File: config.mk
export PLATFORM = sky130hd
export DESIGN_NAME = message_send_function
export DESIGN_NICKNAME = d
export VERILOG_FILES = /design/src/common/msg_send_pkg.sv /design/src/message_send_function.sv /design/src/range_check.sv
export VERILOG_INCLUDE_DIRS = /design/src /design/src/common
export SDC_FILE = /design/constraint.sdc
export NUM_CORES = 1
export LEC_CHECK = 0
export BUFFER_PORTS_ARGS = -buffer_cell sky130_fd_sc_hd__buf_2
export CORE_MARGIN = 8
export CORE_UTILIZATION = 37
export CTS_BUF_LIST = sky130_fd_sc_hd__clkbuf_8
export DETAILED_ROUTE_END_ITERATION = 8
export HOLD_SLACK_MARGIN = 0.05
export PLACE_DENSITY = 0.59
export SLEW_MARGIN = 20
export SYNTH_ARGS = -nofsm -noshare
export SYNTH_HDL_FRONTEND = slang
export SYNTH_HIERARCHICAL = 1
export SYNTH_SLANG_ARGS = --single-unit
File: constraint.sdc
create_clock -name core_clk -period 3.25 [get_ports core_clk]
set_clock_uncertainty 0.2 [all_clocks]
set_input_delay 0.1625 -clock core_clk [delete_from_list [all_inputs] [get_ports core_clk]]
set_output_delay 0.1625 -clock core_clk [all_outputs]
set_load 0.01 [all_outputs]
File: src/common/msg_send_regs.svh
// Constants of the message send handshake block: list offsets, codes, limits
`ifndef MSG_SEND_REGS_SVH
`define MSG_SEND_REGS_SVH

// ------------------------------------------------------------
// Parameter list layout (word offsets from the base address)
// ------------------------------------------------------------
`define PLIST_WORDS      17
`define W_RESULT         5'h00
`define W_STATUS         5'h01
`define W_FIRST_IN       5'h02
`define W_LAST_IN        5'h0B
`define N_IN_WORDS       10

// ------------------------------------------------------------
// Result word upper byte codes
// ------------------------------------------------------------
`define RES_BUSY         8'h00
`define RES_DONE         8'h10
`define RES_ERR_NIB      4'h8

// ------------------------------------------------------------
// Error detail nibble (the y of the error code)
// ------------------------------------------------------------
`define ERR_NONE         4'h0
`define ERR_DEV          4'h1
`define ERR_PROTO        4'h2
`define ERR_CIR          4'h3
`define ERR_CH           4'h4
`define ERR_TX           4'h5

// ------------------------------------------------------------
// Device type codes
// ------------------------------------------------------------
`define DEV_SERIAL_LINK  16'h0001
`define DEV_SERIAL_PORT  16'h0005
`define DEV_ETH_A        16'h0006
`define DEV_FIELDBUS     16'h000B
`define DEV_ETH_B        16'h0010

// ------------------------------------------------------------
// Protocol codes
// ------------------------------------------------------------
`define PROTO_REQRESP    16'h0001
`define PROTO_RAW_WORD   16'h0002
`define PROTO_RAW_BYTE   16'h0003

// ------------------------------------------------------------
// Circuit and channel limits
// ------------------------------------------------------------
`define NUM_MIN          16'h0001
`define CIR_MAX_PORT     16'h0010
`define CIR_MAX_OTHER    16'h0008
`define CH_MAX_LINK      16'h000C
`define CH_MAX_PORT      16'h0001
`define CH_MAX_ETH       16'h000A
`define CH_MAX_BUS       16'h0004

// ------------------------------------------------------------
// Reset values
// ------------------------------------------------------------
`define RESET_WORD       16'h0000
`define RESET_BYTE       8'h00

`endif

File: src/common/msg_send_pkg.sv
// Types of the message send handshake block
package msg_send_pkg;
	`include "msg_send_regs.svh"

	// ------------------------------------------------------------
	// Sequencer states, one-hot
	// ------------------------------------------------------------
	typedef enum logic [6:0] {
		ST_IDLE   = 7'b000_0001,
		ST_MARK   = 7'b000_0010,
		ST_LOAD   = 7'b000_0100,
		ST_SEND   = 7'b000_1000,
		ST_ABORT  = 7'b001_0000,
		ST_STAT   = 7'b010_0000,
		ST_FINISH = 7'b100_0000
	} seq_state_t;

	// ------------------------------------------------------------
	// Transmission device class
	// ------------------------------------------------------------
	typedef enum logic [2:0] {
		DEVC_NONE        = 3'h0,
		DEVC_SERIAL_LINK = 3'h1,
		DEVC_SERIAL_PORT = 3'h2,
		DEVC_ETH         = 3'h3,
		DEVC_FIELDBUS    = 3'h4
	} dev_class_t;

	// ------------------------------------------------------------
	// Whole state of the block
	// ------------------------------------------------------------
	typedef struct packed {
		seq_state_t                         state;
		logic                               start_prev;
		logic                               abort_prev;
		logic                               start_armed;
		logic                               abort_armed;
		logic                               aborting;
		logic                               busy;
		logic                               complete;
		logic                               error;
		logic [3:0]                         err_code;
		logic [7:0]                         sys_byte;
		logic [15:0]                        status;
		logic [15:0]                        pl_addr;
		logic                               pl_rd;
		logic                               pl_wr;
		logic [15:0]                        pl_wdata;
		logic [4:0]                         rd_idx;
		logic [3:0]                         cap_idx;
		logic                               rd_pend;
		logic [`N_IN_WORDS-1:0][15:0]       pwords;
		logic                               tx_start;
		logic                               tx_abort;
		dev_class_t                         tx_dev;
		logic                               tx_eth_b;
		logic [1:0]                         tx_proto;
		logic                               tx_noresp;
		logic [15:0]                        tx_cir;
		logic [15:0]                        tx_ch;
		logic [15:0]                        tx_pword;
	} msg_state_t;
endpackage

File: src/message_send_function.sv
// Message send handshake: start/abort sequencing, parameter list and result words
//
// Overview of operation
// A rising start command begins message send processing.
// Program holds start high until completion or error appears.
// Program drops start for at least one scan between messages.
// Abort rising abandons the message; abort beats a simultaneous start.
// Busy stays high throughout send or abort processing.
// Program keeps its raised command high while busy is high.
// Completion pulses for exactly one scan after normal end.
// Error pulses for exactly one scan when sending fails.
// Device type 1 link, 5 serial port, 6/16 Ethernet, 11 fieldbus.
// Protocol 1 selects request-response family, device converts variant.
// Protocols 2 and 3 send raw words or bytes, no response awaited.
// Circuit 1..16 for serial port, 1..8 for every other device.
// Channel 1..12 link, 1 serial port, 1..10 Ethernet, 1..4 fieldbus.
// Program never shares a channel between concurrent functions on one modem.
// Ethernet offers ten channels shared by send and receive.
// Seventeen words from the base address form the parameter list.
// Program instantiates one function per concurrently used circuit.
// Result word upper byte: 00 busy, 10 complete, 8y error.
// Each scan is one enable tick; start edge found against previous scan.
// Busy drops with the pulse; a held start is ignored until low.
`timescale 1ns/100ps
module message_send_function (
	// Clock, reset, scan enable
	input  wire logic                      core_clk,
	input  wire logic                      rst_n,
	input  wire logic                      scan_en,
	// Commands from the program
	input  wire logic                      start_cmd,
	input  wire logic                      abort_cmd,
	// Selectors from the program
	input  wire logic [15:0]               dev_type,
	input  wire logic [15:0]               proto_type,
	input  wire logic [15:0]               circuit_number,
	input  wire logic [15:0]               buffer_channel_number,
	input  wire logic [15:0]               param_base_addr,
	// Status toward the program
	output logic                           busy,
	output logic                           complete,
	output logic                           error,
	// Parameter list memory port
	output logic [15:0]                    pl_addr,
	output logic                           pl_rd,
	output logic                           pl_wr,
	output logic [15:0]                    pl_wdata,
	input  wire logic [15:0]               pl_rdata,
	// Transmission device request
	output logic                           tx_start,
	output logic                           tx_abort,
	output msg_send_pkg::dev_class_t       tx_dev,
	output logic                           tx_eth_b,
	output logic [1:0]                     tx_proto,
	output logic                           tx_noresp,
	output logic [15:0]                    tx_cir,
	output logic [15:0]                    tx_ch,
	// Transmission device answer
	input  wire logic                      tx_done,
	input  wire logic                      tx_err,
	input  wire logic [7:0]                tx_err_code,
	input  wire logic [15:0]               tx_status,
	// Parameter word readback for the device
	input  wire logic [3:0]                tx_pword_sel,
	output logic [15:0]                    tx_pword
);

	msg_send_pkg::msg_state_t st_r;
	msg_send_pkg::msg_state_t st_nxt;

	// ------------------------------------------------------------
	// Selector decode
	// ------------------------------------------------------------
	msg_send_pkg::dev_class_t dev_class;
	logic                     dev_eth_b;
	logic [15:0]              cir_max;
	logic [15:0]              ch_max;
	logic                     cir_ok;
	logic                     ch_ok;
	logic                     proto_ok;
	logic [3:0]               chk_code;
	logic                     start_edge;
	logic                     abort_edge;

	// Device type picks the class and its circuit and channel limits
	always_comb begin
		dev_class = msg_send_pkg::DEVC_NONE;
		dev_eth_b = 1'b0;
		cir_max   = `CIR_MAX_OTHER;
		ch_max    = 16'h0000;
		case (dev_type)
			`DEV_SERIAL_LINK: begin
				dev_class = msg_send_pkg::DEVC_SERIAL_LINK;
				ch_max    = `CH_MAX_LINK;
			end
			`DEV_SERIAL_PORT: begin
				dev_class = msg_send_pkg::DEVC_SERIAL_PORT;
				cir_max   = `CIR_MAX_PORT;
				ch_max    = `CH_MAX_PORT;
			end
			`DEV_ETH_A: begin
				dev_class = msg_send_pkg::DEVC_ETH;
				ch_max    = `CH_MAX_ETH;
			end
			`DEV_ETH_B: begin
				dev_class = msg_send_pkg::DEVC_ETH;
				dev_eth_b = 1'b1;
				ch_max    = `CH_MAX_ETH;
			end
			`DEV_FIELDBUS: begin
				dev_class = msg_send_pkg::DEVC_FIELDBUS;
				ch_max    = `CH_MAX_BUS;
			end
			default: begin
				dev_class = msg_send_pkg::DEVC_NONE;
			end
		endcase
	end

	// Circuit number window
	range_check #(
		.W (16)
	) u_cir_check (
		.value    (circuit_number),
		.lo       (`NUM_MIN),
		.hi       (cir_max),
		.in_range (cir_ok)
	);

	// Channel number window; an unknown device yields a zero bound
	range_check #(
		.W (16)
	) u_ch_check (
		.value    (buffer_channel_number),
		.lo       (`NUM_MIN),
		.hi       (ch_max),
		.in_range (ch_ok)
	);

	// Only the three protocol codes are accepted
	always_comb begin
		proto_ok = (proto_type == `PROTO_REQRESP) ||
		           (proto_type == `PROTO_RAW_WORD) ||
		           (proto_type == `PROTO_RAW_BYTE);
	end

	// First failing check names the error detail
	always_comb begin
		if (dev_class == msg_send_pkg::DEVC_NONE) begin
			chk_code = `ERR_DEV;
		end else if (!proto_ok) begin
			chk_code = `ERR_PROTO;
		end else if (!cir_ok) begin
			chk_code = `ERR_CIR;
		end else if (!ch_ok) begin
			chk_code = `ERR_CH;
		end else begin
			chk_code = `ERR_NONE;
		end
	end

	// Edges are taken against the level seen in the previous scan
	always_comb begin
		start_edge = start_cmd && !st_r.start_prev && st_r.start_armed;
		abort_edge = abort_cmd && !st_r.abort_prev && st_r.abort_armed;
	end

	// ------------------------------------------------------------
	// Sequencer
	// ------------------------------------------------------------
	// Pulses default low so each lasts one scan
	always_comb begin
		st_nxt            = st_r;
		st_nxt.start_prev = start_cmd;
		st_nxt.abort_prev = abort_cmd;
		st_nxt.complete   = 1'b0;
		st_nxt.error      = 1'b0;
		st_nxt.pl_rd      = 1'b0;
		st_nxt.pl_wr      = 1'b0;
		st_nxt.tx_start   = 1'b0;
		st_nxt.tx_abort   = 1'b0;
		st_nxt.tx_pword   = (tx_pword_sel < 4'(`N_IN_WORDS)) ?
		                    st_r.pwords[tx_pword_sel] : `RESET_WORD;

		// A held command re-arms only once it has been seen low
		if (!start_cmd) begin
			st_nxt.start_armed = 1'b1;
		end
		if (!abort_cmd) begin
			st_nxt.abort_armed = 1'b1;
		end

		case (st_r.state)
			msg_send_pkg::ST_IDLE: begin
				if (abort_edge || start_edge) begin
					st_nxt.busy     = 1'b1;
					st_nxt.aborting = abort_edge;
					st_nxt.err_code = abort_edge ? `ERR_NONE : chk_code;
					st_nxt.sys_byte = `RESET_BYTE;
					st_nxt.tx_dev   = dev_class;
					st_nxt.tx_eth_b = dev_eth_b;
					st_nxt.tx_proto = proto_type[1:0];
					st_nxt.tx_cir   = circuit_number;
					st_nxt.tx_ch    = buffer_channel_number;
					st_nxt.tx_noresp = (proto_type != `PROTO_REQRESP);
					// Mark the list busy before anything else
					st_nxt.pl_addr  = param_base_addr + 16'(`W_RESULT);
					st_nxt.pl_wdata = {`RES_BUSY, `RESET_BYTE};
					st_nxt.pl_wr    = 1'b1;
					st_nxt.state    = msg_send_pkg::ST_MARK;
				end
			end
			msg_send_pkg::ST_MARK: begin
				st_nxt.rd_idx  = `W_FIRST_IN;
				st_nxt.rd_pend = 1'b0;
				if (abort_cmd || st_r.aborting || st_r.err_code != `ERR_NONE) begin
					st_nxt.aborting = st_r.aborting || abort_cmd;
					st_nxt.state    = msg_send_pkg::ST_FINISH;
				end else begin
					st_nxt.state = msg_send_pkg::ST_LOAD;
				end
			end
			msg_send_pkg::ST_LOAD: begin
				// Read pipeline: issue one word, capture the one issued before
				if (st_r.rd_pend) begin
					st_nxt.pwords[st_r.cap_idx] = pl_rdata;
				end
				if (abort_cmd) begin
					// Nothing has reached the device yet, so abort ends at once
					st_nxt.aborting = 1'b1;
					st_nxt.rd_pend  = 1'b0;
					st_nxt.state    = msg_send_pkg::ST_FINISH;
				end else if (st_r.rd_idx <= `W_LAST_IN) begin
					st_nxt.pl_addr = param_base_addr + 16'(st_r.rd_idx);
					st_nxt.pl_rd   = 1'b1;
					st_nxt.cap_idx = 4'(st_r.rd_idx - `W_FIRST_IN);
					st_nxt.rd_pend = 1'b1;
					st_nxt.rd_idx  = st_r.rd_idx + 5'h01;
				end else begin
					st_nxt.rd_pend  = 1'b0;
					st_nxt.tx_start = 1'b1;
					st_nxt.state    = msg_send_pkg::ST_SEND;
				end
			end
			msg_send_pkg::ST_SEND: begin
				if (abort_cmd) begin
					st_nxt.aborting = 1'b1;
					st_nxt.tx_abort = 1'b1;
					st_nxt.state    = msg_send_pkg::ST_ABORT;
				end else if (tx_err) begin
					st_nxt.err_code = `ERR_TX;
					st_nxt.sys_byte = tx_err_code;
					st_nxt.status   = tx_status;
					st_nxt.state    = msg_send_pkg::ST_STAT;
				end else if (tx_done) begin
					st_nxt.status = tx_status;
					st_nxt.state  = msg_send_pkg::ST_STAT;
				end
			end
			msg_send_pkg::ST_ABORT: begin
				// Busy stays up until the device confirms the abort
				if (tx_err) begin
					st_nxt.err_code = `ERR_TX;
					st_nxt.sys_byte = tx_err_code;
					st_nxt.status   = tx_status;
					st_nxt.state    = msg_send_pkg::ST_STAT;
				end else if (tx_done) begin
					st_nxt.status = tx_status;
					st_nxt.state  = msg_send_pkg::ST_STAT;
				end
			end
			msg_send_pkg::ST_STAT: begin
				st_nxt.pl_addr  = param_base_addr + 16'(`W_STATUS);
				st_nxt.pl_wdata = st_r.status;
				st_nxt.pl_wr    = 1'b1;
				st_nxt.state    = msg_send_pkg::ST_FINISH;
			end
			msg_send_pkg::ST_FINISH: begin
				// Result word, pulse and busy release land in the same scan
				st_nxt.pl_addr = param_base_addr + 16'(`W_RESULT);
				st_nxt.pl_wr   = 1'b1;
				if (st_r.err_code != `ERR_NONE) begin
					st_nxt.pl_wdata = {`RES_ERR_NIB, st_r.err_code, st_r.sys_byte};
					st_nxt.error    = 1'b1;
				end else begin
					st_nxt.pl_wdata = {`RES_DONE, st_r.sys_byte};
					st_nxt.complete = 1'b1;
				end
				st_nxt.busy = 1'b0;
				// The command that drove this run must fall before it counts again
				if (st_r.aborting) begin
					st_nxt.abort_armed = 1'b0;
				end
				st_nxt.start_armed = !st_r.aborting ? 1'b0 : !start_cmd;
				st_nxt.aborting    = 1'b0;
				st_nxt.state       = msg_send_pkg::ST_IDLE;
			end
			default: begin
				st_nxt.busy  = 1'b0;
				st_nxt.state = msg_send_pkg::ST_IDLE;
			end
		endcase
	end

	// ------------------------------------------------------------
	// State register
	// ------------------------------------------------------------
	// One scan is one enabled edge; everything freezes between scans
	always_ff @(posedge core_clk) begin
		if (!rst_n) begin
			st_r             <= '0;
			st_r.state       <= msg_send_pkg::ST_IDLE;
			st_r.tx_dev      <= msg_send_pkg::DEVC_NONE;
			st_r.start_prev  <= 1'b1;
			st_r.abort_prev  <= 1'b1;
			st_r.start_armed <= 1'b0;
			st_r.abort_armed <= 1'b0;
		end else if (scan_en) begin
			st_r <= st_nxt;
		end
	end

	// ------------------------------------------------------------
	// Outputs, straight from the state register
	// ------------------------------------------------------------
	assign busy      = st_r.busy;
	assign complete  = st_r.complete;
	assign error     = st_r.error;
	assign pl_addr   = st_r.pl_addr;
	assign pl_rd     = st_r.pl_rd;
	assign pl_wr     = st_r.pl_wr;
	assign pl_wdata  = st_r.pl_wdata;
	assign tx_start  = st_r.tx_start;
	assign tx_abort  = st_r.tx_abort;
	assign tx_dev    = st_r.tx_dev;
	assign tx_eth_b  = st_r.tx_eth_b;
	assign tx_proto  = st_r.tx_proto;
	assign tx_noresp = st_r.tx_noresp;
	assign tx_cir    = st_r.tx_cir;
	assign tx_ch     = st_r.tx_ch;
	assign tx_pword  = st_r.tx_pword;

endmodule

File: src/range_check.sv
// Inclusive range check of one integer input
`timescale 1ns/100ps
module range_check #(
	parameter int W = 16
) (
	// Value and bounds
	input  wire logic [W-1:0] value,
	input  wire logic [W-1:0] lo,
	input  wire logic [W-1:0] hi,
	// Result
	output logic              in_range
);
	// A zero upper bound marks an unknown device and rejects everything
	always_comb begin
		in_range = (hi != '0) && (value >= lo) && (value <= hi);
	end
endmodule

Yosys cells after proc, flatten, opt, wreduce, memory -nomap -nowiden
Index checks and enable logic that the tools add are counted.
W data, S select, Z words.
{ "totals": {"inputBits": 131, "ff_bits": 304} }
{ "op_classes": {"n_mux": 62, "n_bitwise": 2, "reduce_logical": 43, "magnitude_cmp": 9, "eq_ne": 24, "n_addsub": 4} }
{ "ops": {"columns": ["operator", "n"], "rows": [
  ["$bwmux W160", 1],
  ["$mux W16", 7],
  ["$bmux W16 S4", 1],
  ["$demux W16 S4", 1],
  ["$pmux W16 S4", 1],
  ["$mux W17", 3],
  ["$pmux W17 S3", 1],
  ["$mux W7", 7],
  ["$pmux W7 S6", 1],
  ["$pmux W12 S3", 1],
  ["$eq A16 B1 Y1 const B", 2],
  ["$eq A16 B2 Y1 const B", 2],
  ["$eq A16 B3 Y1 const B", 2],
  ["$ge A16 B1 Y1 const B", 2],
  ["$pmux W16 S2", 1],
  ["$reduce_bool A16 Y1", 2],
  ["$mux W28", 1],
  ["$mux W12", 2],
  ["$mux W9", 2],
  ["$reduce_and A3 Y1", 6],
  ["$mux W1", 17],
  ["$add A16 B1 Y16 const B", 1],
  ["$add A16 B5 Y16", 1],
  ["$eq A16 B4 Y1 const B", 1],
  ["42 further kinds", 78]
]} }

Longest topological paths before layout
{ "logic_depth": {"ltp_word": 13, "depth_mapped": 15, "mapped_depth_nobuf": 15} }

By module
Netlist, hierarchy kept.
{ "by_module_without_submodules": {"columns": ["module", "instances", "area_each_um2", "cells_each"], "rows": [
  ["message_send_function", 1, 14405.1, 1630],
  ["range_check (u_ch_check)", 1, 832.0, 117],
  ["range_check (u_cir_check)", 1, 829.5, 116]
]} }

Worst setup path before layout
No wires, ideal clock.
{ "synth_timing": {"path_type": "register to register", "startpoint": "register st_r[302] (netlist name)", "endpoint": "register st_r[266] (netlist name)", "setup_ns": 0.128, "arrival_ns": 2.887, "stages_incl_launch_ff": 13, "slack_ns": 0.035, "path_buffers": 5, "synth_period_minus_slack_ns": 3.215, "cell_sequence": "dfxtp_1 buf_6 or4_4 or4b_1 buf_2 or3_1 buf_2 and2_4 buf_6 o211ai_4 buf_12 mux2i_1 nor2_1"} }
{ "synth_between": {"elab_chain_cells": 3, "word_cells_on_any_way": 6, "classes_between": "3 x eq/ne; 1 x mux; 2 x reduce/logical"} }
{ "synth_rtl": {"columns": ["item", "line", "source"], "rows": [
  ["start, declared", "message_send_function.sv:68", "msg_send_pkg::msg_state_t st_r;"],
  ["start signal, assigned", "message_send_function.sv:319", "st_r <= st_nxt;"],
  ["$eq A7 B4 Y1 or $eq A7 B5 Y1 (tied branches)", "message_send_function.sv:193", "case (st_r.state)"],
  ["$ne A2 B2 Y1 (no source line) or $reduce_bool A2 Y1 (tied branches)", null, null],
  ["$reduce_and A3 Y1 (no source line)", null, null]
]} }
Several ways; a longest one is shown, not always the timed one.
A chain may end at the register's enable or synchronous reset.

Worst setup path in the final report
{ "layout_timing": {"startpoint": "input dev_type[5]", "endpoint": "register st_r[287] (netlist name)"} }
{ "layout_between": {"elab_chain_cells": 13, "word_cells_on_any_way": 25, "classes_between": "2 x order compare; 5 x eq/ne; 10 x mux; 8 x reduce/logical"} }
{ "layout_rtl": {"columns": ["item", "line", "source"], "rows": [
  ["start, declared", "message_send_function.sv:34", "input wire logic [15:0] dev_type,"],
  ["$eq A16 B5 Y1 or $eq A16 B3 Y1 (tied branches)", "message_send_function.sv:91", "case (dev_type)"],
  ["$reduce_or A2 Y1 (no source line)", null, null],
  ["$pmux W4 S4 (*)", "message_send_function.sv:91", null],
  ["via ch_max[2]", "message_send_function.sv:77", "logic [15:0] ch_max;"],
  ["branches (longest 2 deep; another with $le A16 B4 Y1)", null, null],
  ["$logic_and A1 B1 Y1 (*)", "range_check.sv:15", "in_range = (hi != '0) && (value >= lo) && (value <= hi);"],
  ["via ch_ok", "message_send_function.sv:79", "logic ch_ok;"],
  ["$mux W3 (*)", "message_send_function.sv:155", "end else if (!ch_ok) begin"],
  ["$mux W3 (*)", "message_send_function.sv:153", "end else if (!cir_ok) begin"],
  ["$mux W3 (*)", "message_send_function.sv:151", "end else if (!proto_ok) begin"],
  ["$mux W3 (*)", "message_send_function.sv:149", "if (dev_class == msg_send_pkg::DEVC_NONE) begin"],
  ["$mux W4 (*)", "message_send_function.sv:198", "st_nxt.err_code = abort_edge ? `ERR_NONE : chk_code;"],
  ["$mux W12 (*)", "message_send_function.sv:195", "if (abort_edge || start_edge) begin"],
  ["$pmux W12 S3 (*)", "message_send_function.sv:193", null]
]} }
Mark *: on every way through the listed nets, which the timed path passes. The select of a mux whose other input is x is not followed.

==> results.tsv <==
stage	metric	value	unit
worst_setup_path	slowest_delay	0.53	ns
place	dp_hpwl	31.6	mm
logic_synthesis	synth-xor-area-share	0.00545	
min_path	hold_path_class	input pin to register	
logic_synthesis	synth_top_area_share	0.378	
logic_synthesis	ys_types	73	
run	drv_cap	0	
power_and_ir_drop	power.total	0.00846	W
min_path	worstHoldPathCells	4	
detailed_routing	wl	46.3	mm
power_and_ir_drop	leakage	8.74	nW
detailed_routing	antenna_left	0	
grt	grt_max_degree	102	
cells_and_area	layout.cells.non_filler	2825	
grt	first_global_vias	14400	
logic_synthesis	netlist_instances	1863	
place	place.gp.congestion	0.844	
logic_synthesis	synth_edf_count	0	
floorplan	die_x	224	microns
grt	gr-usage-all-layers	0.180	
worst_setup_path	cp_data_required_time	3.57	ns
logic_synthesis	syn_avg_cell_area	8.62	sq um
power_and_ir_drop	p_int	0.00621	W
clock_network	htree_levels	2	
clock_network	insertion_delay	0.66	ns
outcome	status	finished, final reports clean	
worst_setup_path	slowest_stage	dlygate4sd3_1	
logic_synthesis	synth_compound_area_frac	0.144	
logic_synthesis	synth_top_area_cell	dfxtp_1	
logic_synthesis	yosys.area_share.adder	0.0589	
floorplan	die_area	50300	sq um
timing	period_needed	3.04	ns
floorplan	die_h	224	microns
detailed_routing	vias	14100	
power_and_ir_drop	pwr-share-comb	0.109	
worst_setup_path	end_kind	register	
detailed_routing	drt_pass1_iterations	5	
cells_and_area	area_growth	24.1	%
cells_and_area	fin_util	0.464	
timing	setup_tns	0	ns
worst_setup_path	start_kind	input pin	
grt	antenna_found_initial	6	
worst_setup_path	r2r_cells	7	
timing	worst_slew_margin_rel	0.312	
clock_network	cts_root_buf	clkbuf_8	
floorplan	start_util	0.374	
floorplan	core_area	43000	sq um
power_and_ir_drop	p_clk_frac	0.443	
power_and_ir_drop	p_sw	0.00224	W
grt	grt_first_pass_wirelength	75.1	mm
logic_synthesis	synthMuxAreaShare	0.127	
detailed_routing	drt_iter0_drc	753	
logic_synthesis	ys_warn_count	6	
timing	period_share	0.936	
clock_network	cts_inserted_buffers	54	
logic_synthesis	synth_top_family_by_area	simple AND/OR/NAND/NOR gates	
detailed_routing	drc	0	
logic_synthesis	synth_area_leaders	dfxtp_1, mux2i_1, nand2_1	
grt	overflow	0	
worst_setup_path	worstPathMaxFanout	3	
clock_network	cts_tree	yes	
logic_synthesis	synth-simple-area-share	0.197	
timing	max_freq	329	MHz
power_and_ir_drop	ir_drop	0.312	mV
logic_synthesis	yosysSeqAreaShare	0.378	
clock_network	cts_sinks	303	
power_and_ir_drop	power_density	424	nW/um^2
logic_synthesis	ys.flop_type	dfxtp_1	
detailed_routing	wl_per_cell	16.4	microns
clock_network	clk_pin_slew_worst_paths	0.06	ns
cells_and_area	final_common_cell	dfxtp_1	
cells_and_area	final_cell_mix	dfxtp_1, nand2_1, buf_2	
cells_and_area	drive_above_1_share	0.197	
logic_synthesis	synthArstFlopShare	0	
detailed_routing	avgViaCountPerCell	4.98	
logic_synthesis	synth_area	16100	sq um
power_and_ir_drop	power_frac_seq	0.448	
worst_setup_path	path_class	input pin to register	
timing	tightest_slew	1.03	ns
power_and_ir_drop	switching_share	0.265	
clock_network	clk_path_buf_depth	3	
cells_and_area	nets	2397	
timing	setup_violations	0	
worst_setup_path	worstPathArrival	3.36	ns
floorplan	num_io_pins	225	
place	dp_cells	2597	
timing	hold_viol_final	0	
logic_synthesis	synth-seq-cells	303	
worst_setup_path	path_cells	dlygate4sd3_1 > buf_2 > nor4_1 > nand3_1 > buf_4 > nor4b_2 > and2_1 > inv_1 > ha_1 > nand4_1 > nor4_2 > or3_1 > a21oi_1 > nor4_2 > o21ai_0 > o211ai_1 > a21oi_1	
place	io_buffer_count	224	
timing	drv_slew	0	
floorplan	num_rows	76	
==> cell usage after synthesis, drive strengths merged, types with 4 or more instances <==
cell and count:
dfxtp 303, nand2 289, nor2 131, a21oi 129
mux2i 113, buf 106, clkbuf 104, nor2b 83
inv 76, ha 74, a21boi 47, o21ai 46
nand3 36, mux4 32, nor3 28, nor4 20
a221oi 18, a22oi 18, a31o 18, nand4 18
mux2 17, a22o 16, and2 11, nand2b 11
a31oi 9, and4 9, and3 8, a21o 7
o21a 7, a211oi 6, o211ai 6, xnor2 6
nor3b 5, o211a 4, xor2 4
==> area by class of cell <==
| class | instances | area, sq um |
|---|---|---|
| clock buffers | 71 | 977 |
| fillers | 4155 | 23000 |
| clock inverters | 29 | 180 |
| well taps | 585 | 732 |
| inverters | 77 | 292 |
| repair buffers | 400 | 2770 |
| flip-flops and latches | 303 | 6070 |
| diodes | 5 | 12.5 |
| multi-input cells | 1355 | 8920 |
==> registers in the layout (all words and copies together) (netlist names), 2 cells and up <==
register / cells
pl_addr: 16
pl_wdata: 16
st_r: 209
tx_ch: 16
tx_cir: 16
tx_dev: 3
tx_proto: 2
tx_pword: 16
==> power groups by stage <==
stage	Combinational (W)	Sequential, W	Clock, W
final	0.000922	0.00379	0.00374
after detailed placement	0.000803	0.00387	0
after global placement	0.000786	0.00387	0
after floorplan	0.000542	0.00386	0
after CTS	0.000913	0.00379	0.00387
after global routing	0.00102	0.00379	0.00403
==> critical path: cells and delay by family <==
family          cells  cell delay [ns]
compound gates      4             0.35
buf+inv             4             0.88
fa+ha+maj           1             0.28
simple gates        8             1.69
==> timing repair <==
| item | 4_1_cts | 5_1_grt |
|---|---|---|
| hold endpoints to repair | 277 | 0 |
| gates resized for setup | 0 | 9 |
| buffers inserted | 0 | 0 |
| hold buffers | 123 | 0 |
| endpoints found under the setup margin | 0 | 7 |
==> kinds of logic after synthesis <==
family / Yosys count
and+or+nand+nor: 671
AOI/OAI and AO/OA: 353
DFF: 303
buffers and inverters: 287
muxes: 162
adders and majority gates: 75
xor gates and xnor gates: 10
other: 2
==> stage by stage <==
step	hold WS [ns]	cell area, sq um	setup WS, ns
floorplan	0.0985	16400	0.0354
global placement	0.194	17500	0.117
detailed placement	0.205	17500	-0.0205
CTS	0.0585	19900	0.0176
global route	0.0972	19900	-0.000516
finish	0.119	19900	0.208
==> worst paths after layout <==
| path | start | to | slack [ns] |
|---|---|---|---|
| worst max-delay path | dev_type[5] | st_r[287] | 0.21 |
| worst min-delay path | tx_status[0] | st_r[261] | 0.12 |
| worst max register to register | st_r[303] | st_r[268] | 0.25 |
| worst min register to register | tx_ch[5] | tx_ch[5] | 0.25 |
==> metal layers <==
metal,vias up,GRT usage,routed length (microns)
li1,6979,-,-
met1,6655,0.216,20100
met2,346,0.308,22000
met3,96,0.0483,2930
met4,2,0.0631,1280
met5,-,0,13
(Power assumes the default switching activity.)
